--- src/hdl/fsk_params.svh ---
// offsets, field positions, reset values and counts for the fsk deviation link
// Functional notes
// one numerator step moves output one minimum step
// controller computes positive step count from deviation
// negative deviation is two's complement, read signed
// eight deviation entries per profile, index 0..7
// pin mode: select bits 00, profile enabled
// pin symbol selects entry of same index
// index mode: select bits 01, profile enabled
// written index selects entry of that index
// pin and index modes: at most eight levels
// arbitrary levels only via fast or stream
// fast mode applies written signed step directly
// fast mode: select bits 11, profile enabled
// stream mode: serial words on pin 1, bits 10
// profile select picks active frequency profile
// profile select 0 first profile, 1 second
// fast and stream steps sign-extended 16-bit words
// profile disabled: zero deviation, nominal numerator
`ifndef FSK_PARAMS_SVH
`define FSK_PARAMS_SVH

// device register indices on the serial link
`define DEV_CFG_IDX        6'h00
`define DEV_INDEX_IDX      6'h01
`define DEV_FAST_IDX       6'h02
`define DEV_NOM_A_LO_IDX   6'h03
`define DEV_NOM_A_HI_IDX   6'h04
`define DEV_NOM_B_LO_IDX   6'h05
`define DEV_NOM_B_HI_IDX   6'h06
`define DEV_ENTRY_A_GRP    3'h1
`define DEV_ENTRY_B_GRP    3'h2

// device configuration word fields
`define CFG_SEL_LO         0
`define CFG_SEL_HI         1
`define CFG_LEVEL_LSB      2
`define CFG_LEVEL_MSB      3
`define CFG_EN_A           4
`define CFG_EN_B           5
`define CFG_PROFILE        6
`define CFG_RESET          16'h0000

// symbol level field codes
`define LEVEL_TWO          2'h1
`define LEVEL_FOUR         2'h2
`define LEVEL_EIGHT        2'h3

// serial frame: 2 spare, 6 address, 16 data bits, msb first
`define FRAME_BITS         5'h18
`define STREAM_BITS        5'h10

// controller register byte offsets on axi4-lite
`define CTL_CMD_OFS        4'h0
`define CTL_SYM_OFS        4'h4
`define CTL_STREAM_OFS     4'h8
`define CTL_STATUS_OFS     4'hc

`endif

--- src/hdl/fsk_pkg.sv ---
// types shared by both ends of the fsk deviation link
package fsk_pkg;

    // {mod_source_sel_hi, mod_source_sel_lo}
    typedef enum logic [1:0] {
        MODE_PIN    = 2'h0,
        MODE_INDEX  = 2'h1,
        MODE_STREAM = 2'h2,
        MODE_FAST   = 2'h3
    } mode_t;

    typedef enum logic [2:0] {
        ENG_IDLE  = 3'h1,
        ENG_SHIFT = 3'h2,
        ENG_END   = 3'h4
    } eng_state_t;

    // pin bundle order: {frame_n, serial_data, pin2, pin1, pin0}
    typedef struct packed {
        logic [4:0]              pin_m;
        logic [4:0]              pin_s;
        logic                    frame_prev;
        logic                    ws_prev;
        logic [23:0]             shift;
        logic [4:0]              bitcnt;
        logic [15:0]             sshift;
        logic [15:0]             cfg;
        logic [2:0]              index;
        logic [15:0]             fast;
        logic [15:0]             stream;
        logic [1:0][23:0]        nom;
        logic [1:0][7:0][15:0]   entry;
        logic [15:0]             dev;
        logic [23:0]             numer;
    } dev_state_t;

    typedef struct packed {
        logic                    aw_have;
        logic [3:0]              awaddr;
        logic                    w_have;
        logic [31:0]             wdata;
        logic                    bvalid;
        logic [1:0]              bresp;
        logic                    rvalid;
        logic [31:0]             rdata;
        logic                    link_clk;
        logic                    frame_n;
        logic                    sdata;
        logic                    ws;
        logic [2:0]              sym;
        eng_state_t              state;
        logic                    pend;
        logic                    is_stream;
        logic [23:0]             shift;
        logic [4:0]              cnt;
        logic [21:0]             last_cmd;
    } ctl_state_t;

endpackage : fsk_pkg

--- src/hdl/fsk_link_if.sv ---
// link between the baseband controller and the deviation selector
`timescale 1ns/1ps
`default_nettype none
interface fsk_link_if;
    logic link_clk;
    logic frame_n;
    logic serial_data;
    logic symbol_pin_0;
    logic symbol_pin_1;
    logic symbol_pin_2;

    modport ctrl (
        output link_clk,
        output frame_n,
        output serial_data,
        output symbol_pin_0,
        output symbol_pin_1,
        output symbol_pin_2
    );

    modport dev (
        input link_clk,
        input frame_n,
        input serial_data,
        input symbol_pin_0,
        input symbol_pin_1,
        input symbol_pin_2
    );
endinterface : fsk_link_if
`default_nettype wire

--- src/hdl/fsk_baseband_ctrl.sv ---
// controller end: axi4-lite registers, link clock divider and serial engine
`include "fsk_params.svh"
`timescale 1ns/1ps
`default_nettype none
module fsk_baseband_ctrl (
    input  wire logic         aclk,
    input  wire logic         aresetn,
    input  wire logic [3:0]   s_axi_awaddr,
    input  wire logic         s_axi_awvalid,
    output logic              s_axi_awready,
    input  wire logic [31:0]  s_axi_wdata,
    input  wire logic [3:0]   s_axi_wstrb,
    input  wire logic         s_axi_wvalid,
    output logic              s_axi_wready,
    output logic [1:0]        s_axi_bresp,
    output logic              s_axi_bvalid,
    input  wire logic         s_axi_bready,
    input  wire logic [3:0]   s_axi_araddr,
    input  wire logic         s_axi_arvalid,
    output logic              s_axi_arready,
    output logic [31:0]       s_axi_rdata,
    output logic [1:0]        s_axi_rresp,
    output logic              s_axi_rvalid,
    input  wire logic         s_axi_rready,
    fsk_link_if.ctrl          link
);

    fsk_pkg::ctl_state_t q;
    fsk_pkg::ctl_state_t d;

    logic busy;
    assign busy = q.pend || (q.state != fsk_pkg::ENG_IDLE);

    assign s_axi_awready = !q.aw_have && !q.bvalid;
    assign s_axi_wready  = !q.w_have && !q.bvalid;
    assign s_axi_arready = !q.rvalid;

    always_comb begin
        logic [3:0]  wa;
        logic        fall;
        wa   = 4'h0;
        fall = 1'b0;
        d = q;

        // axi write: address and data taken in either order
        if (s_axi_awvalid && s_axi_awready) begin
            d.aw_have = 1'b1;
            d.awaddr  = s_axi_awaddr;
        end
        if (s_axi_wvalid && s_axi_wready) begin
            d.w_have = 1'b1;
            d.wdata  = s_axi_wdata;
        end
        if (q.aw_have && q.w_have) begin
            wa = {q.awaddr[3:2], 2'h0};
            d.aw_have = 1'b0;
            d.w_have  = 1'b0;
            d.bvalid  = 1'b1;
            d.bresp   = 2'h0;
            unique case (wa)
                `CTL_CMD_OFS: begin
                    // a command while busy is dropped
                    if (!busy && (&s_axi_wstrb[2:0] || 1'b1)) begin
                        d.pend      = 1'b1;
                        d.is_stream = 1'b0;
                        d.shift     = {2'h0, q.wdata[21:0]};
                        d.last_cmd  = q.wdata[21:0];
                    end
                end
                `CTL_SYM_OFS:    d.sym = q.wdata[2:0];
                `CTL_STREAM_OFS: begin
                    if (!busy) begin
                        d.pend      = 1'b1;
                        d.is_stream = 1'b1;
                        d.shift     = {q.wdata[15:0], 8'h00};
                    end
                end
                default: d.bresp = 2'h2;
            endcase
        end
        if (q.bvalid && s_axi_bready)
            d.bvalid = 1'b0;

        // axi read
        if (s_axi_arvalid && s_axi_arready) begin
            d.rvalid = 1'b1;
            unique case ({s_axi_araddr[3:2], 2'h0})
                `CTL_CMD_OFS:    d.rdata = {10'h000, q.last_cmd};
                `CTL_SYM_OFS:    d.rdata = {29'h00000000, q.sym};
                `CTL_STATUS_OFS: d.rdata = {31'h00000000, busy};
                default:         d.rdata = 32'h00000000;
            endcase
        end else if (q.rvalid && s_axi_rready) begin
            d.rvalid = 1'b0;
        end

        // link clock is aclk divided by two; frame, data and word select move on its falling edge, symbol pins on the aclk edge after a symbol register write
        d.link_clk = !q.link_clk;
        fall = q.link_clk;
        if (fall) begin
            unique case (q.state)
                fsk_pkg::ENG_IDLE: begin
                    if (q.pend) begin
                        d.pend    = 1'b0;
                        d.state   = fsk_pkg::ENG_SHIFT;
                        d.sdata   = q.shift[23];
                        d.frame_n = q.is_stream;
                        d.ws      = q.is_stream;
                        d.cnt     = q.is_stream ? `STREAM_BITS : `FRAME_BITS;
                    end
                end
                fsk_pkg::ENG_SHIFT: begin
                    if (q.cnt == 5'h01) begin
                        d.state   = fsk_pkg::ENG_END;
                        d.frame_n = 1'b1;
                        d.ws      = 1'b0;
                        d.sdata   = 1'b0;
                    end else begin
                        d.cnt   = q.cnt - 5'h01;
                        d.shift = {q.shift[22:0], 1'b0};
                        d.sdata = q.shift[22];
                    end
                end
                fsk_pkg::ENG_END: d.state = fsk_pkg::ENG_IDLE;
                default:          d.state = fsk_pkg::ENG_IDLE;
            endcase
        end
    end

    always_ff @(posedge aclk) begin
        if (!aresetn) begin
            q         <= '0;
            q.frame_n <= 1'b1;
            q.state   <= fsk_pkg::ENG_IDLE;
        end else begin
            q <= d;
        end
    end

    assign s_axi_bvalid = q.bvalid;
    assign s_axi_bresp  = q.bresp;
    assign s_axi_rvalid = q.rvalid;
    assign s_axi_rdata  = q.rdata;
    assign s_axi_rresp  = 2'h0;

    // stream borrows pin 0 as word select and pin 1 as data
    assign link.link_clk     = q.link_clk;
    assign link.frame_n      = q.frame_n;
    assign link.serial_data  = q.is_stream ? 1'b0 : q.sdata;
    assign link.symbol_pin_0 = q.ws ? 1'b1 : q.sym[0];
    assign link.symbol_pin_1 = q.ws ? q.sdata : q.sym[1];
    assign link.symbol_pin_2 = q.sym[2];

endmodule : fsk_baseband_ctrl
`default_nettype wire

--- src/flat_wrapper.sv ---
// flat-port wrapper written by rule: the top's interface ports become plain ports
module fsk_baseband_ctrl_flat 
  (aclk, aresetn, s_axi_awaddr, s_axi_awvalid, s_axi_awready, s_axi_wdata, s_axi_wstrb, s_axi_wvalid, s_axi_wready, s_axi_bresp, s_axi_bvalid, s_axi_bready, s_axi_araddr, s_axi_arvalid, s_axi_arready, s_axi_rdata, s_axi_rresp, s_axi_rvalid, s_axi_rready, link_link_clk, link_frame_n, link_serial_data, link_symbol_pin_0, link_symbol_pin_1, link_symbol_pin_2);
  fsk_link_if link_i ();
  input  wire logic aclk;
  input  wire logic aresetn;
  input  wire logic [3:0] s_axi_awaddr;
  input  wire logic s_axi_awvalid;
  output logic s_axi_awready;
  input  wire logic [31:0] s_axi_wdata;
  input  wire logic [3:0] s_axi_wstrb;
  input  wire logic s_axi_wvalid;
  output logic s_axi_wready;
  output logic [1:0] s_axi_bresp;
  output logic s_axi_bvalid;
  input  wire logic s_axi_bready;
  input  wire logic [3:0] s_axi_araddr;
  input  wire logic s_axi_arvalid;
  output logic s_axi_arready;
  output logic [31:0] s_axi_rdata;
  output logic [1:0] s_axi_rresp;
  output logic s_axi_rvalid;
  input  wire logic s_axi_rready;
  output wire logic [$bits(link_i.link_clk)-1:0] link_link_clk;
  output wire logic [$bits(link_i.frame_n)-1:0] link_frame_n;
  output wire logic [$bits(link_i.serial_data)-1:0] link_serial_data;
  output wire logic [$bits(link_i.symbol_pin_0)-1:0] link_symbol_pin_0;
  output wire logic [$bits(link_i.symbol_pin_1)-1:0] link_symbol_pin_1;
  output wire logic [$bits(link_i.symbol_pin_2)-1:0] link_symbol_pin_2;
  assign link_link_clk = link_i.link_clk;
  assign link_frame_n = link_i.frame_n;
  assign link_serial_data = link_i.serial_data;
  assign link_symbol_pin_0 = link_i.symbol_pin_0;
  assign link_symbol_pin_1 = link_i.symbol_pin_1;
  assign link_symbol_pin_2 = link_i.symbol_pin_2;
  fsk_baseband_ctrl u_core (.aclk(aclk), .aresetn(aresetn), .s_axi_awaddr(s_axi_awaddr), .s_axi_awvalid(s_axi_awvalid), .s_axi_awready(s_axi_awready), .s_axi_wdata(s_axi_wdata), .s_axi_wstrb(s_axi_wstrb), .s_axi_wvalid(s_axi_wvalid), .s_axi_wready(s_axi_wready), .s_axi_bresp(s_axi_bresp), .s_axi_bvalid(s_axi_bvalid), .s_axi_bready(s_axi_bready), .s_axi_araddr(s_axi_araddr), .s_axi_arvalid(s_axi_arvalid), .s_axi_arready(s_axi_arready), .s_axi_rdata(s_axi_rdata), .s_axi_rresp(s_axi_rresp), .s_axi_rvalid(s_axi_rvalid), .s_axi_rready(s_axi_rready), .link(link_i));
endmodule
--- config.mk ---
export PLATFORM = sky130hd
export DESIGN_NAME = fsk_baseband_ctrl_flat
export DESIGN_NICKNAME = d
export VERILOG_FILES = /design/src/hdl/fsk_pkg.sv /design/src/hdl/fsk_link_if.sv /design/src/hdl/fsk_baseband_ctrl.sv /design/src/flat_wrapper.sv
export VERILOG_INCLUDE_DIRS = /design/src /design/src/hdl
export SDC_FILE = /design/constraint.sdc
export NUM_CORES = 1
export LEC_CHECK = 0
export ABC_AREA = 1
export BUFFER_PORTS_ARGS = -buffer_cell sky130_fd_sc_hd__buf_2
export CORE_MARGIN = 2
export CORE_UTILIZATION = 50
export DETAILED_ROUTE_END_ITERATION = 7
export PLACE_DENSITY = 0.83
export SYNTH_ARGS = -nofsm -noshare
export SYNTH_HDL_FRONTEND = slang
export SYNTH_SLANG_ARGS = --single-unit
--- constraint.sdc ---
create_clock -name aclk -period 1.8 [get_ports aclk]
set_input_delay 0.18 -clock aclk [delete_from_list [all_inputs] [get_ports aclk]]
set_output_delay 0.18 -clock aclk [all_outputs]
set_load 0.05 [all_outputs]
### Yosys cells after proc, flatten, opt, wreduce, memory -nomap -nowiden

Cells that the tools add are included.

* register bits after elaboration: 127
* bits of input ports: 51
* output and inout port bits: 47

* equality and inequality tests: 13
* add/subtract/negate cells: 1
* reductions and logical operators: 29
* bitwise logic cells: 2
* mux-type cells: 27

Operators by type and width (count)
* $mux 26: 3
* $pmux 22 s3: 1
* $mux 29: 2
* $pmux 26 s2: 1
* $mux 24: 1
* $pmux 3 s2: 2
* $reduce_and 4->1: 3
* $mux 1: 10
* $pmux 5 s2: 1
* $reduce_and 3->1: 3
* $logic_and 1x1->1: 8
* $mux 4: 2
* $mux 3: 2
* $ne 2x2->1 const B: 3
* $reduce_bool 2->1: 3
* $eq 5x1->1 const B: 1
* $logic_not 1->1: 5
* $mux 5: 1
* $sub 5x1->5 const B: 1
* $eq 2x1->1 const B: 2
* $eq 2x2->1 const B: 2
* $logic_not 2->1: 2
* $ne 2x1->1 const B: 2
* $reduce_or 2->1: 2
* other kinds (8): 9

### Longest topological paths before layout

* word-level depth: 8
* depth in mapped cells: 10
* depth with buffers taken out: 10

### Worst setup path after synthesis

Ideal clock, no wire load.

* kind: flip-flop to flip-flop
* start point: register u_core.q (netlist bit u_core.s_axi_bvalid)
* end point: register u_core.q[114] (netlist bit)
* path slack: -0.301 ns
* clock period less this slack: 2.101 ns
* data arrival time: 1.973 ns
* required time: 1.672 ns
* stages on the path, launching flop included: 6
* cell sequence: dfxtp_1 > nor2_1 > nand2_1 > clkbuf_1 > o21ai_0 > a21oi_1

* cells in the longest elaborated chain, start to end: 3

RTL lines
* start: declaration: RTL line fsk_baseband_ctrl.sv:28 `fsk_pkg::ctl_state_t q;`
* $logic_not 1->1: RTL line fsk_baseband_ctrl.sv:35 `assign s_axi_wready = !q.w_have && !q.bvalid;`
* $logic_and 1x1->1: RTL line fsk_baseband_ctrl.sv:35
* via s_axi_wready: RTL line flat_wrapper.sv:13 `output logic s_axi_wready;`
* $logic_and 1x1->1: RTL line fsk_baseband_ctrl.sv:50 `if (s_axi_wvalid && s_axi_wready) begin`

The timed path passes the listed nets, and every way through them passes these cells.
A chain may end at the register's enable or synchronous reset.

### Worst setup path in the final report

* start point: register u_core.q[131] (netlist bit)
* end point: register u_core.q[34] (netlist bit)

* cells in the longest elaborated chain, start to end: 5

RTL lines
* $logic_and 1x1->1 *: RTL line fsk_baseband_ctrl.sv:54 `if (q.aw_have && q.w_have) begin`
* $mux 26 *: RTL line fsk_baseband_ctrl.sv:54
* $mux 29: RTL line fsk_baseband_ctrl.sv:113 `if (q.cnt == 5'h01) begin`
* $mux 24: RTL line fsk_baseband_ctrl.sv:101 `unique case (q.state)`
* $mux 29 *: RTL line fsk_baseband_ctrl.sv:100 `if (fall) begin`

Mark *: on every way between the ends. The rest lies on a longest branch, timed or not. The select of a mux whose other input is x is not followed.

==> flow_summary.toml <==
[timing]
finalHoldViolations = 0
setup_slack_ns = 0.118
slew_violations = 0
rsz0062_at_grt = "no"
tns_ns = 0
relSlewSlack_pct = 53.7
timing.fmax_ghz = 0.595
final.min_clock_period_ns = 1.68
fin_skew_ns = 0.00901
min_period_over_period_pct = 93.4
tightest_slew_ns = 0.694
setup_violations = 0

[cts]
cts_buffers = 17
cts_buffer_depth = 2
cts_num_sinks = 114
cts_tree = "yes"
cts_setup_buffers = 0
clk_latency_ns = 0.52
cts_root_buffer = "clkbuf_8"
clk_pin_slew_ns = 0.06
h-tree-depth = 4

[worst_setup_path]
crit_chain = "nand2_2 -> nor2_1 -> nand3_2 -> nand3_1 -> nand3_1 -> nand2_1 -> inv_1"
rrSetupSlack_ns = 0.12
critical_path_class = "reg -> reg"
critPathRequiredTime_ns = 2.22
worstSetupEndpointType = "flip-flop"
critPathMaxStageDelay_ns = 0.41
critical_path.max_fanout = 11
crit_slowest_cell = "dfxtp_1"
crit_top_cell = "nand3_1"
cp-start-kind = "flip-flop"
crit_arrival_ns = 2.10

[global_route]
grtUsageMet2_pct = 39.5
gr-total-overflow = 0
grtUsageMet3_pct = 4.94
grt_use_met1_pct = 30.0
grt_max_degree = 82
grt_busiest_layer = "met2"
grt_antenna_before_repair = 1
grt_pass1_vias = 4644
track_usage_pct = 24.0
grt_pass1_wl_um = 22000

[drt]
postRouteWirelength_um = 13600
drc = 0
ant_nets = 0
firstDrtPassIters = 5
wl_per_cell_um = 13.8
drt_iter0_drc = 445
viasPerCell = 5.26
vias = 5211

[placement]
placed_cell_area_sq_um = 5650
port_buffers = 66
dp_slack_ns = 0.128
dpl.hpwl_um = 8740
routabilityCongestion = 0.897

[layout]
stdcell_area_sq_um = 6500
final_common_cell = "nand2_1"
utilization_pct = 60.7
final_cell_mix = "nand2_1 (161), dfxtp_1 (114), a21oi_1 (98)"
layout.nets = 890
area_growth_pct = 20.0
layout-drive-gt1-share_pct = 16.4

[synth]
synth_area_per_cell_sq_um = 6.98
synth_cell_types = 32
ys_ff_latch = 114
ys_seq_area_share_pct = 42.1
syn_area_sq_um = 5420
synthCells = 776
ys_warn_count = 0

[floorplan]
fp.dieH_um = 108
core_area_sq_um = 10700
io_pins = 98
die-area_sq_um = 11700
die-width_um = 108
initial_core_util_pct = 50.6
rows = 38

[pwr]
p_per_area_nw_per_um2 = 1100
peakVddDrop_v = 0.000454
leakage_uw = 0.00286

[worst_hold_path]
hp-class = "in -> reg"

[job]
cap_viol_max_count = 0

[outcome]
status = "complete, no violations"
==> layer usage <==
layer | wire length [um] | up-vias | share of wire [%]
li1 | - | 2597 | -
met1 | 5910 | 2352 | 43
met2 | 6380 | 218 | 47
met3 | 907 | 44 | 6.7
met4 | 428 | 0 | 3.1
met5 | 0 | - | 0
==> final timing paths <==
kind / start / endpoint / cells past startpoint
setup / recovery: u_core.q[131]$_SDFFE_PP0P_ / u_core.q[34]$_SDFF_PN0_ / 7
hold / removal: s_axi_awvalid / u_core.q[136]$_SDFFE_PP0P_ / 3
setup reg to reg: u_core.q[131]$_SDFFE_PP0P_ / u_core.q[34]$_SDFF_PN0_ / 7
hold reg to reg: u_core.link.frame_n$_SDFFE_PN1P_ / u_core.link.frame_n$_SDFFE_PN1P_ / 2
==> cells in the mapped netlist, drive strengths merged <==
library cell	number	area share, %
clkinv	1	0.069
a211oi	2	0.28
ha	2	0.46
nand3	38	3.8
o2111ai	3	0.49
or2	1	0.12
clkbuf	25	1.8
o21ai	77	7.1
buf	52	7.3
nand2	166	12
nand4	17	2.0
dfxtp	114	42
nor2	103	8.1
conb	1	0.069
nor3	3	0.28
inv	69	4.8
o22ai	1	0.12
a31oi	2	0.23
o21a	1	0.14
a21oi	98	9.1
==> per-stage QoR <==
stage	hold WS, ns	cells	power, uW
2_1_floorplan	0.280	788	3590
3_3_place_gp	0.375	934	3810
3_5_place_dp	0.381	934	3820
4_1_cts	0.0396	990	7110
5_1_grt	0.0457	991	7410
6_report	0.0467	991	7130
==> worst max-delay path, delay by kind of cell, from the launching register on <==
kind	cells	cell delay, ns
AND/OR/NAND/NOR	6	1.12
flip-flops	1	0.41
buffers and inverters	1	0.05
==> cell type report <==
type                    count  area, sq um
multi-input cells         527         2460
clock inverters            14          154
repair buffers            107          736
flip-flops and latches    114         2280
clock buffers              18          428
fillers                   919         4200
well taps                 140          175
diodes                      1         2.50
inverters                  70          265
==> state kept, by name, indices dropped and copies added, names as in the netlist <==
register                  count
u_core.s_axi_bvalid           1
u_core.link.frame_n           1
u_core.q                     86
u_core.s_axi_rdata           22
u_core.link.symbol_pin_2      1
u_core.link.link_clk          1
u_core.s_axi_bresp            1
u_core.s_axi_rvalid           1
==> timing repair <==
item / CTS / global route
hold buffers: 24 / 0
hold endpoints to repair: 24 / 0
setup endpoints to repair: 0 / 31
resized for setup: 0 / 5
==> report_power, final <==
part / total (uW) / switching (uW) / internal [uW]
Sequential: 2740 / 88.6 / 2650
Combinational: 1110 / 765 / 349
Clock: 3270 / 1250 / 2020
==> cells by family after synthesis <==
kind of cell	Yosys count	synth area share, %
adder cells (fa/ha/maj)	2	0.462
buffers and inverters	147	14.0
other	1	0.0692
AO/OA/AOI/OAI	184	17.4
AND/OR/NAND/NOR	328	26.0
flip-flops	114	42.1
Note: power is estimated with default switching activity, not from simulation.
